===== src/core/perf_mon_defs.svh =====
`ifndef PERF_MON_DEFS_SVH
`define PERF_MON_DEFS_SVH

// register indices; byte address is four times the index
`define CTRL_IDX 2'h0
`define CYCLE_IDX 2'h1
`define EVT0_IDX 2'h2
`define EVT1_IDX 2'h3

// control register fields
`define CTRL_EN_BIT 0
`define CTRL_EVRST_BIT 1
`define CTRL_CCRST_BIT 2
`define CTRL_IE_LSB 4
`define CTRL_OVF_LSB 8
`define CTRL_FAST_BIT 11
`define CTRL_SEL0_LSB 12
`define CTRL_SEL1_LSB 20
`define SEL_W 8
`define CTRL_RESET 32'h0000_0000

// coprocessor numbers
`define DEBUG_COPRO 4'hE
`define SYSCTL_COPRO 4'hF
`define DEBUG_REG_LAST 4'h3

// event codes
`define EVT_IC_MISS 8'h00
`define EVT_IC_NODELIVER 8'h01
`define EVT_DATA_STALL 8'h02
`define EVT_ITLB_MISS 8'h03
`define EVT_DTLB_MISS 8'h04
`define EVT_BRANCH 8'h05
`define EVT_MISPREDICT 8'h06
`define EVT_INSTR 8'h07
`define EVT_BUF_STALL_CYC 8'h08
`define EVT_BUF_STALL_RUN 8'h09
`define EVT_DC_ACCESS 8'h0A
`define EVT_DC_MISS 8'h0B
`define EVT_DC_WB 8'h0C
`define EVT_SW_PC 8'h0D
`define EVT_IMPL_TOP 5'h02

`endif


===== src/core/perf_mon_pkg.sv =====
`default_nettype none
package perf_mon_pkg;
  typedef enum logic [2:0] {
    OP_READ = 3'b000,
    OP_WRITE = 3'b001,
    OP_LOAD = 3'b010,
    OP_STORE = 3'b011,
    OP_DATA = 3'b100,
    OP_DREAD = 3'b101,
    OP_DWRITE = 3'b110
  } cp_op_t;
  typedef logic [31:0] word_t;
endpackage : perf_mon_pkg
`default_nettype wire


===== src/core/event_select.sv =====
`timescale 1ns/10ps
`default_nettype none
`include "perf_mon_defs.svh"
module event_select (
  // selection
  input wire logic [7:0] sel,
  // event strobes
  input wire logic ic_miss_fetch,
  input wire logic ic_no_deliver,
  input wire logic data_dep_stall,
  input wire logic itlb_miss,
  input wire logic dtlb_miss,
  input wire logic branch_exec,
  input wire logic branch_mispredict,
  input wire logic instr_exec,
  input wire logic buf_full_stall,
  input wire logic buf_stall_start,
  input wire logic [1:0] dc_access_cnt,
  input wire logic dc_miss,
  input wire logic minidc_miss,
  input wire logic [1:0] dc_wb_half_cnt,
  input wire logic pc_write_sw,
  input wire logic pc_mode_change,
  input wire logic [7:0] impl_evt,
  // increment for this cycle
  output logic [1:0] amount
);
  always_comb begin
    amount = 2'h0;
    case (sel)
      `EVT_IC_MISS: amount = {1'b0, ic_miss_fetch};
      `EVT_IC_NODELIVER: amount = {1'b0, ic_no_deliver};
      `EVT_DATA_STALL: amount = {1'b0, data_dep_stall};
      `EVT_ITLB_MISS: amount = {1'b0, itlb_miss};
      `EVT_DTLB_MISS: amount = {1'b0, dtlb_miss};
      `EVT_BRANCH: amount = {1'b0, branch_exec};
      `EVT_MISPREDICT: amount = {1'b0, branch_mispredict};
      `EVT_INSTR: amount = {1'b0, instr_exec};
      `EVT_BUF_STALL_CYC: amount = {1'b0, buf_full_stall};
      `EVT_BUF_STALL_RUN: amount = {1'b0, buf_stall_start};
      `EVT_DC_ACCESS: amount = dc_access_cnt;
      `EVT_DC_MISS: amount = {1'b0, dc_miss} + {1'b0, minidc_miss};
      `EVT_DC_WB: amount = dc_wb_half_cnt;
      `EVT_SW_PC: amount = {1'b0, pc_write_sw & ~pc_mode_change};
      default: begin
        // reserved codes count nothing
        if (sel[7:3] == `EVT_IMPL_TOP) begin
          amount = {1'b0, impl_evt[sel[2:0]]};
        end
      end
    endcase
  end
endmodule : event_select
`default_nettype wire


===== src/core/perf_monitor.sv =====
// Added by the designer: register access over APB and the register offsets.
`timescale 1ns/10ps
`default_nettype none
`include "perf_mon_defs.svh"
module perf_monitor #(
  parameter int ADDR_W = 12
) (
  // clock and reset
  input wire logic clk,
  input wire logic rst,
  input wire logic ce,
  // apb slave
  input wire logic psel,
  input wire logic penable,
  input wire logic pwrite,
  input wire logic [ADDR_W-1:0] paddr,
  input wire logic [31:0] pwdata,
  output logic [31:0] prdata,
  output logic pready,
  output logic pslverr,
  // coprocessor instruction port
  input wire logic cp_valid,
  input wire logic [3:0] cp_num,
  input wire perf_mon_pkg::cp_op_t cp_op,
  input wire logic cp_priv,
  input wire logic [3:0] cp_reg,
  input wire perf_mon_pkg::word_t cp_wdata,
  output logic cp_ack,
  output logic cp_undef,
  output perf_mon_pkg::word_t cp_rdata,
  // event strobes from pipeline and caches
  input wire logic ic_miss_fetch,
  input wire logic ic_no_deliver,
  input wire logic data_dep_stall,
  input wire logic itlb_miss,
  input wire logic dtlb_miss,
  input wire logic branch_exec,
  input wire logic branch_mispredict,
  input wire logic instr_exec,
  input wire logic buf_full_stall,
  input wire logic [1:0] dc_access_cnt,
  input wire logic dc_miss,
  input wire logic minidc_miss,
  input wire logic [1:0] dc_wb_half_cnt,
  input wire logic pc_write_sw,
  input wire logic pc_mode_change,
  input wire logic [7:0] impl_evt,
  // interrupts
  output logic normal_irq,
  output logic fast_interrupt
);
  import perf_mon_pkg::*;

  localparam int NCNT = 3;

  logic enable_reg;
  logic fast_sel_reg;
  logic [NCNT-1:0] ie_reg;
  logic [NCNT-1:0] ovf_reg;
  logic [NCNT-1:0] ovf_next;
  logic [NCNT-1:0] ovf_set;
  logic [NCNT-1:0] cnt_wr;
  logic [`SEL_W-1:0] sel_reg [0:1];
  word_t cnt_reg [0:NCNT-1];
  logic [1:0] inc [0:NCNT-1];
  logic [1:0] cnt_idx [0:NCNT-1];
  logic buf_stall_prev_reg;
  logic buf_stall_start;

  logic pready_reg;
  logic pslverr_reg;
  word_t prdata_reg;
  logic apb_mapped;
  logic apb_fire;
  logic apb_wr;

  logic cp_ack_reg;
  logic cp_undef_reg;
  word_t cp_rdata_reg;
  logic cp_is_debug;
  logic cp_is_sys;
  logic cp_reject;
  logic cp_take;
  logic cp_wr;

  logic wr_en;
  logic [1:0] wr_idx;
  word_t wr_data;
  word_t ctrl_word;
  logic ev_rst;
  logic cc_rst;
  logic [NCNT-1:0] ie_next;
  logic fast_next;
  logic irq_pend;

  // apb: one wait state so read data comes from a flop
  assign apb_mapped = (paddr[ADDR_W-1:4] == '0) && (paddr[1:0] == 2'h0);
  assign apb_fire = psel & penable & pready_reg;
  assign apb_wr = apb_fire & pwrite & apb_mapped;

  // coprocessor access decode
  assign cp_is_debug = (cp_num == `DEBUG_COPRO);
  assign cp_is_sys = (cp_num == `SYSCTL_COPRO);
  always_comb begin
    cp_reject = ~cp_priv;
    case (cp_op)
      OP_DATA, OP_DREAD, OP_DWRITE: cp_reject = 1'b1;
      OP_LOAD, OP_STORE: begin
        if (cp_is_sys) begin
          cp_reject = 1'b1;
        end
      end
      default: begin
      end
    endcase
    // debug coprocessor only has the four monitor registers
    if (cp_is_debug && cp_reg > `DEBUG_REG_LAST) begin
      cp_reject = 1'b1;
    end
  end
  // other coprocessor numbers belong to other units: no answer
  assign cp_take = cp_valid & (cp_is_debug | cp_is_sys);
  assign cp_wr = cp_take & ~cp_reject & cp_is_debug & ((cp_op == OP_WRITE) | (cp_op == OP_LOAD));

  // apb wins a same-cycle write; the coprocessor write is then lost
  always_comb begin
    wr_en = apb_wr | cp_wr;
    wr_idx = cp_reg[1:0];
    wr_data = cp_wdata;
    if (apb_wr) begin
      wr_idx = paddr[3:2];
      wr_data = pwdata;
    end
  end

  assign ev_rst = wr_en && wr_idx == `CTRL_IDX && wr_data[`CTRL_EVRST_BIT];
  assign cc_rst = wr_en && wr_idx == `CTRL_IDX && wr_data[`CTRL_CCRST_BIT];

  // routing follows a same-cycle control write, so a cleared enable
  // drops the line at the very edge that takes the write
  always_comb begin
    ie_next = ie_reg;
    fast_next = fast_sel_reg;
    if (wr_en && wr_idx == `CTRL_IDX) begin
      ie_next = wr_data[`CTRL_IE_LSB +: NCNT];
      fast_next = wr_data[`CTRL_FAST_BIT];
    end
  end

  always_comb begin
    ctrl_word = `CTRL_RESET;
    ctrl_word[`CTRL_EN_BIT] = enable_reg;
    ctrl_word[`CTRL_IE_LSB +: NCNT] = ie_reg;
    ctrl_word[`CTRL_OVF_LSB +: NCNT] = ovf_reg;
    ctrl_word[`CTRL_FAST_BIT] = fast_sel_reg;
    ctrl_word[`CTRL_SEL0_LSB +: `SEL_W] = sel_reg[0];
    ctrl_word[`CTRL_SEL1_LSB +: `SEL_W] = sel_reg[1];
  end

  // reads see the value before any same-cycle update
  function automatic word_t read_word(input logic [1:0] idx);
    word_t w;
    case (idx)
      `CTRL_IDX: w = ctrl_word;
      `CYCLE_IDX: w = cnt_reg[2];
      `EVT0_IDX: w = cnt_reg[0];
      `EVT1_IDX: w = cnt_reg[1];
      default: w = '0;
    endcase
    return w;
  endfunction : read_word

  // ce low freezes the answer too, stretching the access phase
  always_ff @(posedge clk or posedge rst) begin
    if (rst) begin
      pready_reg <= 1'b0;
      pslverr_reg <= 1'b0;
      prdata_reg <= '0;
    end else if (ce) begin
      pready_reg <= psel & penable & ~pready_reg;
      pslverr_reg <= psel & penable & ~pready_reg & ~apb_mapped;
      if (psel & penable & ~pready_reg & ~pwrite & apb_mapped) begin
        prdata_reg <= read_word(paddr[3:2]);
      end else if (psel & penable & ~pready_reg) begin
        prdata_reg <= '0;
      end
    end
  end

  always_ff @(posedge clk or posedge rst) begin
    if (rst) begin
      cp_ack_reg <= 1'b0;
      cp_undef_reg <= 1'b0;
      cp_rdata_reg <= '0;
    end else if (ce) begin
      cp_ack_reg <= cp_take & ~cp_reject;
      cp_undef_reg <= cp_take & cp_reject;
      if (cp_take & ~cp_reject & cp_is_debug) begin
        cp_rdata_reg <= read_word(cp_reg[1:0]);
      end else if (cp_take) begin
        cp_rdata_reg <= '0;
      end
    end
  end

  // control fields
  // reserved select codes are stored as written and count nothing
  always_ff @(posedge clk or posedge rst) begin
    if (rst) begin
      enable_reg <= 1'b0;
      fast_sel_reg <= 1'b0;
      ie_reg <= '0;
      sel_reg[0] <= '0;
      sel_reg[1] <= '0;
    end else if (ce && wr_en && wr_idx == `CTRL_IDX) begin
      enable_reg <= wr_data[`CTRL_EN_BIT];
      fast_sel_reg <= wr_data[`CTRL_FAST_BIT];
      ie_reg <= wr_data[`CTRL_IE_LSB +: NCNT];
      sel_reg[0] <= wr_data[`CTRL_SEL0_LSB +: `SEL_W];
      sel_reg[1] <= wr_data[`CTRL_SEL1_LSB +: `SEL_W];
    end
  end

  // run detector for buffer-full stalls
  always_ff @(posedge clk or posedge rst) begin
    if (rst) begin
      buf_stall_prev_reg <= 1'b0;
    end else if (ce) begin
      buf_stall_prev_reg <= buf_full_stall;
    end
  end
  assign buf_stall_start = buf_full_stall & ~buf_stall_prev_reg;

  assign cnt_idx[0] = `EVT0_IDX;
  assign cnt_idx[1] = `EVT1_IDX;
  assign cnt_idx[2] = `CYCLE_IDX;
  assign inc[2] = 2'h1;

  genvar g;
  generate
    for (g = 0; g < 2; g = g + 1) begin : g_sel
      event_select u_sel (
        .sel(sel_reg[g]),
        .ic_miss_fetch(ic_miss_fetch),
        .ic_no_deliver(ic_no_deliver),
        .data_dep_stall(data_dep_stall),
        .itlb_miss(itlb_miss),
        .dtlb_miss(dtlb_miss),
        .branch_exec(branch_exec),
        .branch_mispredict(branch_mispredict),
        .instr_exec(instr_exec),
        .buf_full_stall(buf_full_stall),
        .buf_stall_start(buf_stall_start),
        .dc_access_cnt(dc_access_cnt),
        .dc_miss(dc_miss),
        .minidc_miss(minidc_miss),
        .dc_wb_half_cnt(dc_wb_half_cnt),
        .pc_write_sw(pc_write_sw),
        .pc_mode_change(pc_mode_change),
        .impl_evt(impl_evt),
        .amount(inc[g])
      );
    end
    for (g = 0; g < NCNT; g = g + 1) begin : g_cnt
      logic [32:0] sum;
      logic clr;
      assign sum = {1'b0, cnt_reg[g]} + {31'h0, inc[g]};
      assign clr = (g == 2) ? cc_rst : ev_rst;
      // a software write or clear beats the count; no overflow then
      assign cnt_wr[g] = wr_en && wr_idx == cnt_idx[g];
      // overflow flag and wrap share one edge
      assign ovf_set[g] = enable_reg & ~cnt_wr[g] & ~clr & sum[32];
      always_ff @(posedge clk or posedge rst) begin
        if (rst) begin
          cnt_reg[g] <= '0;
        end else if (ce) begin
          if (cnt_wr[g]) begin
            cnt_reg[g] <= wr_data;
          end else if (clr) begin
            cnt_reg[g] <= '0;
          end else if (enable_reg) begin
            cnt_reg[g] <= sum[31:0];
          end
        end
      end
    end
  endgenerate

  // write-one-to-clear; a new overflow in the same cycle wins
  always_comb begin
    ovf_next = ovf_reg;
    if (wr_en && wr_idx == `CTRL_IDX) begin
      ovf_next = ovf_reg & ~wr_data[`CTRL_OVF_LSB +: NCNT];
    end
    ovf_next = ovf_next | ovf_set;
  end

  // pending uses next flags and next enables: no one-cycle lag
  assign irq_pend = |(ovf_next & ie_next);

  always_ff @(posedge clk or posedge rst) begin
    if (rst) begin
      ovf_reg <= '0;
      normal_irq <= 1'b0;
      fast_interrupt <= 1'b0;
    end else if (ce) begin
      ovf_reg <= ovf_next;
      normal_irq <= irq_pend & ~fast_next;
      fast_interrupt <= irq_pend & fast_next;
    end
  end

  // outputs come straight from their flops
  assign prdata = prdata_reg;
  assign pready = pready_reg;
  assign pslverr = pslverr_reg;
  assign cp_ack = cp_ack_reg;
  assign cp_undef = cp_undef_reg;
  assign cp_rdata = cp_rdata_reg;
endmodule : perf_monitor
`default_nettype wire


===== config.mk =====
export PLATFORM = sky130hd
export DESIGN_NAME = perf_monitor
export DESIGN_NICKNAME = d
export VERILOG_FILES = /design/src/core/perf_mon_pkg.sv /design/src/core/event_select.sv /design/src/core/perf_monitor.sv
export VERILOG_INCLUDE_DIRS = /design/src /design/src/core
export SDC_FILE = /design/constraint.sdc
export NUM_CORES = 1
export LEC_CHECK = 0
export BUFFER_PORTS_ARGS = -buffer_cell sky130_fd_sc_hd__buf_2
export CAP_MARGIN = 20
export CORE_UTILIZATION = 58
export DETAILED_ROUTE_END_ITERATION = 12
export GPL_TIMING_DRIVEN = 0
export PLACE_DENSITY_LB_ADDON = 0.2
export SETUP_SLACK_MARGIN = 0.5
export SKIP_LAST_GASP = 1
export SLEW_MARGIN = 40
export SYNTH_ARGS = -nofsm -noshare
export SYNTH_HDL_FRONTEND = slang
export SYNTH_SLANG_ARGS = --single-unit
export TNS_END_PERCENT = 10

===== constraint.sdc =====
create_clock -name clk -period 8.75 [get_ports clk]
set_input_delay 2.1875 -clock clk [delete_from_list [all_inputs] [get_ports clk]]
set_output_delay 2.1875 -clock clk [all_outputs]
set_load 0.01 [all_outputs]

==> qor.tcl <==
set qor(run_status) {completed}
set qor(fin_util_pct) 68.9
set qor(first_iter_violations) 1871
set qor(final.setup_skew_ns) 0.0209
set qor(netlist.top_cell.by_area) {sky130_fd_sc_hd__dfrtp_1}
set qor(floorplan.core_area_um2) 21100
set qor(place.detailed.hpwl_um) 38500
set qor(largest_register_ffs) 96
set qor(hold_vio_cnt_final) 0
set qor(cts.reportedPaths.clkPinSlew_ns) 0.09
set qor(crit-reg2reg-launch) {ctrl_word[13]}
set qor(worst_path_dominant_cell_family) {simple AND/OR/NAND/NOR gates}
set qor(die-area_um2) 22200
set qor(setup.worst_path.end_class) {register}
set qor(critical_path.reg2reg.endpoint) {normal_irq}
set qor(pre_cts_slack_ns) 2.78
set qor(power_per_cell_area_nw_per_um2) 131
set qor(layout-drive-gt1-share_pct) 21.7
set qor(setup_viol_count_final) 0
set qor(htree_levels) 4
set qor(cp.depth) 16
set qor(worstPathCellList) {buf_2 > nor4b_1 > a31o_2 > a32o_1 > a21oi_1 > o21ai_0 > o211a_1 > ha_1 > fa_1 > nand3_1 > nor4bb_1 > nand4_1 > nor3_1 > nor2_1 > a2bb2oi_1 > a21oi_1}
set qor(gp_congestion) 1.03
set qor(antenna_diode_instance_count) 0
set qor(synth_simple_gate_area_share_pct) 17.5
set qor(clock-sinks) 191
set qor(timing.critical_path.required_ns) 9.13
set qor(synthesis.area_per_instance_um2) 9.04
set qor(syn-instance-count) 1384
set qor(fin_crit_sh_pct) 65.2
set qor(critical_path.n_buffers_inverters) 1
set qor(final_nets) 1721
set qor(whs_endpoint) {cp_rdata[24]}
set qor(yosysUniqueCellTypes) 71
set qor(cp.arrival_ns) 6.08
set qor(drc) 0
set qor(areaGrowthSynthToFinish_pct) 16.2
set qor(hold-path-cell-count) 2
set qor(postSynthRegisterBits) 191
set qor(final-max-slew-violation-count) 0
set qor(vdd_drop_max_uv) 128
set qor(standby_leakage_power_nw) 6.18
set qor(boundaryPins) 190
set qor(rrSetupSlack_ns) 3.78
set qor(drt.antenna.violating_nets) 0
set qor(drt-total-wl_um) 51000
set qor(number_of_global_route_vias_before_repair) 12100
set qor(drt_pre_antenna_iters) 6
set qor(timing.final.ws_setup_ns) 3.05
set qor(die_height_um) 149
set qor(post_synth_main_area_contributors) {sky130_fd_sc_hd__dfrtp_1 38%, sky130_fd_sc_hd__mux4_2 9.9%, sky130_fd_sc_hd__o21ai_0 9.1%, sky130_fd_sc_hd__nand2_1 4.2%, sky130_fd_sc_hd__o32a_1 3.2%}
set qor(cap_violations) 0
set qor(maximum_achievable_frequency_ghz) 0.175
set qor(placementRows) 53
set qor(final_cell_count_no_fill) 1881
set qor(synth-xor-area-share_pct) 0.0700
set qor(synth-compound-area-share_pct) 23.9
set qor(cts.repair.resized) 0
set qor(max-clock-path-buffers) 2
set qor(finalInstanceArea_um2) 14500
set qor(number_of_antenna_violations_at_the_first_check_in_global_routing) 2
set qor(io_buffer_count) 187
set qor(timing.max_slew.rel_slack_pct) 38.2
set qor(groute.usage.overall_pct) 46.2
set qor(grt_first_pass_wirelength_um) 74300
set qor(die_w_um) 149
set qor(yosys_warnings) 0
set qor(drt-vias-per-instance) 7.08
set qor(gr-total-overflow) 0
set qor(grt_start_max_net_pins) 80
set qor(yosys-mux-area-fraction_pct) 14.3
set qor(timing.hold.worst.class) {reg -> reg}
set qor(synth.net_count) 1512
set qor(detailroute.via_count) 13300
set qor(min_from) {cp_rdata[24]}
set qor(post_cts_buffers) 0
set qor(worst_path_max_fanout) 4
set qor(yosys.area_share.adder_pct) 0.920
set qor(synthFlopType) {sky130_fd_sc_hd__dfrtp_1}
set qor(synth_top_area_share_pct) 38.2
set qor(cts_hold_buf) 0
set qor(cp-start-kind) {primary input}
set qor(ys_seq_area_share_pct) 38.2
set qor(class_of_the_most_critical_setup_path) {in -> reg}
set qor(synth-edff-count) 0
set qor(critical_path.most_common_cell) {sky130_fd_sc_hd__a21oi_1}
set qor(detailed_place.area_um2) 13900
set qor(tritoncts_clock_tree) {yes}
set qor(initial_core_util_pct) 59.3
set qor(crit_path_top_delay_cell) {sky130_fd_sc_hd__nor3_1}
set qor(numPlacedInstances) 1848
set qor(max_stage_delay_ns) 0.55
set qor(synth_top_family_by_area) {compound AO/OA/AOI/OAI gates}
set qor(cts_buf_count) 17
set qor(most_frequently_used_cell_type_in_the_post_synthesis_netlist) {sky130_fd_sc_hd__o21ai_0}
set qor(synth_commonest_cells) {228 x sky130_fd_sc_hd__o21ai_0, 191 x sky130_fd_sc_hd__dfrtp_1, 139 x sky130_fd_sc_hd__nand2_1}
set qor(rsz0062_at_grt) {no}
set qor(finalWorstPathRequiredPeriod_ns) 5.70
set qor(wl_per_cell_um) 27.1
set qor(r2r_cells) 15
set qor(netlist_area_um2) 12500
set qor(clk_latency_worst_skew_pair_ns) 0.46
set qor(synthArstFlopShare_pct) 100
set qor(clockRootBuffer) {sky130_fd_sc_hd__clkbuf_16}
set qor(tightestPinTransition_ns) 0.902
==> area by class of cell <==
type                            instances  area (um2)
Tap cell                              275         344
Clock inverter                         15         196
Inverter                               53         206
Fill cell                            1733        6560
Buffer                                106         440
Sequential cell                       191        4780
Multi-Input combinational cell       1034        7140
Timing Repair Buffer                  190         998
Clock buffer                           17         425
==> through the flow <==
stage	hold WS, ns	setup TNS [ns]	power [W]
floorplan	0.470	0	0.000987
global placement	0.457	-174.27	0.00106
detailed placement	0.465	0	0.00106
CTS	0.482	0	0.00190
global route	0.493	0	0.00194
finish	0.475	0	0.00191
==> worst register-to-register path, cell delays in order, from the launching register on <==
cell	delay (ns)
sky130_fd_sc_hd__dfrtp_1	0.35
sky130_fd_sc_hd__clkbuf_1	0.28
sky130_fd_sc_hd__clkbuf_1	0.55
sky130_fd_sc_hd__mux4_2	0.33
sky130_fd_sc_hd__mux2i_1	0.12
sky130_fd_sc_hd__o21ai_0	0.19
sky130_fd_sc_hd__o211a_1	0.38
sky130_fd_sc_hd__ha_1	0.29
sky130_fd_sc_hd__fa_1	0.27
sky130_fd_sc_hd__nand3_1	0.26
sky130_fd_sc_hd__nor4bb_1	0.49
sky130_fd_sc_hd__nand4_1	0.28
sky130_fd_sc_hd__nor3_1	0.55
sky130_fd_sc_hd__nor2_1	0.19
sky130_fd_sc_hd__a2bb2oi_1	0.21
sky130_fd_sc_hd__a21oi_1	0.16
==> worst max-delay path by stage <==
stage               slack [ns]                  to      startpoint
floorplan                 1.36  buf_stall_prev_reg             rst
global placement         -0.93         cnt_reg[84]             rst
detailed placement        2.78      fast_interrupt         dc_miss
CTS                       3.24          normal_irq         dc_miss
global route              2.95         cnt_reg[95]  pc_mode_change
finish                    3.05          normal_irq  pc_mode_change
==> routing by layer <==
metal,vias up,track usage [%],wire length [um]
li1,5655,-,-
met1,6410,60.5,18600
met2,1064,68.2,22100
met3,187,16.4,7830
met4,2,22.0,2500
met5,-,0,13
==> cells by family after synthesis <==
| family | after synthesis |
|---|---|
| fa+ha+maj | 8 |
| flops | 191 |
| xor+xnor | 1 |
| mux | 107 |
| buf+inv | 159 |
| compound gates | 475 |
| simple gates | 443 |
==> where the power goes <==
group / switching, W / internal [W]
combinational: 0.000103 / 0.0000578
sequential: 0.00000596 / 0.000886
clock: 0.000415 / 0.000438
total: 0.000524 / 0.00138
==> placed cells by master (no fill, tap or decap), types with 12 or more instances in the layout <==
master,synthesis,routed
sky130_fd_sc_hd__a22oi_1,22,22
sky130_fd_sc_hd__nor2b_1,12,12
sky130_fd_sc_hd__a21oi_1,54,54
sky130_fd_sc_hd__dfrtp_1,191,191
sky130_fd_sc_hd__clkbuf_1,65,65
sky130_fd_sc_hd__and2_1,13,13
sky130_fd_sc_hd__and3_1,17,17
sky130_fd_sc_hd__buf_2,19,207
sky130_fd_sc_hd__o21ai_0,228,228
sky130_fd_sc_hd__mux2_2,20,20
sky130_fd_sc_hd__mux2i_1,31,28
sky130_fd_sc_hd__inv_1,53,52
sky130_fd_sc_hd__a22o_1,41,41
sky130_fd_sc_hd__nand3_1,50,50
sky130_fd_sc_hd__o32a_1,40,40
sky130_fd_sc_hd__nand4_1,23,23
sky130_fd_sc_hd__nand2_1,139,139
sky130_fd_sc_hd__nor3_1,31,29
sky130_fd_sc_hd__mux4_2,55,55
sky130_fd_sc_hd__o21ai_1,13,13
sky130_fd_sc_hd__a31oi_1,22,22
sky130_fd_sc_hd__nor2_1,88,88
sky130_fd_sc_hd__clkbuf_16,0,17
sky130_fd_sc_hd__buf_1,20,14
sky130_fd_sc_hd__o22ai_1,12,12
Power figures use the tool's default switching activity.
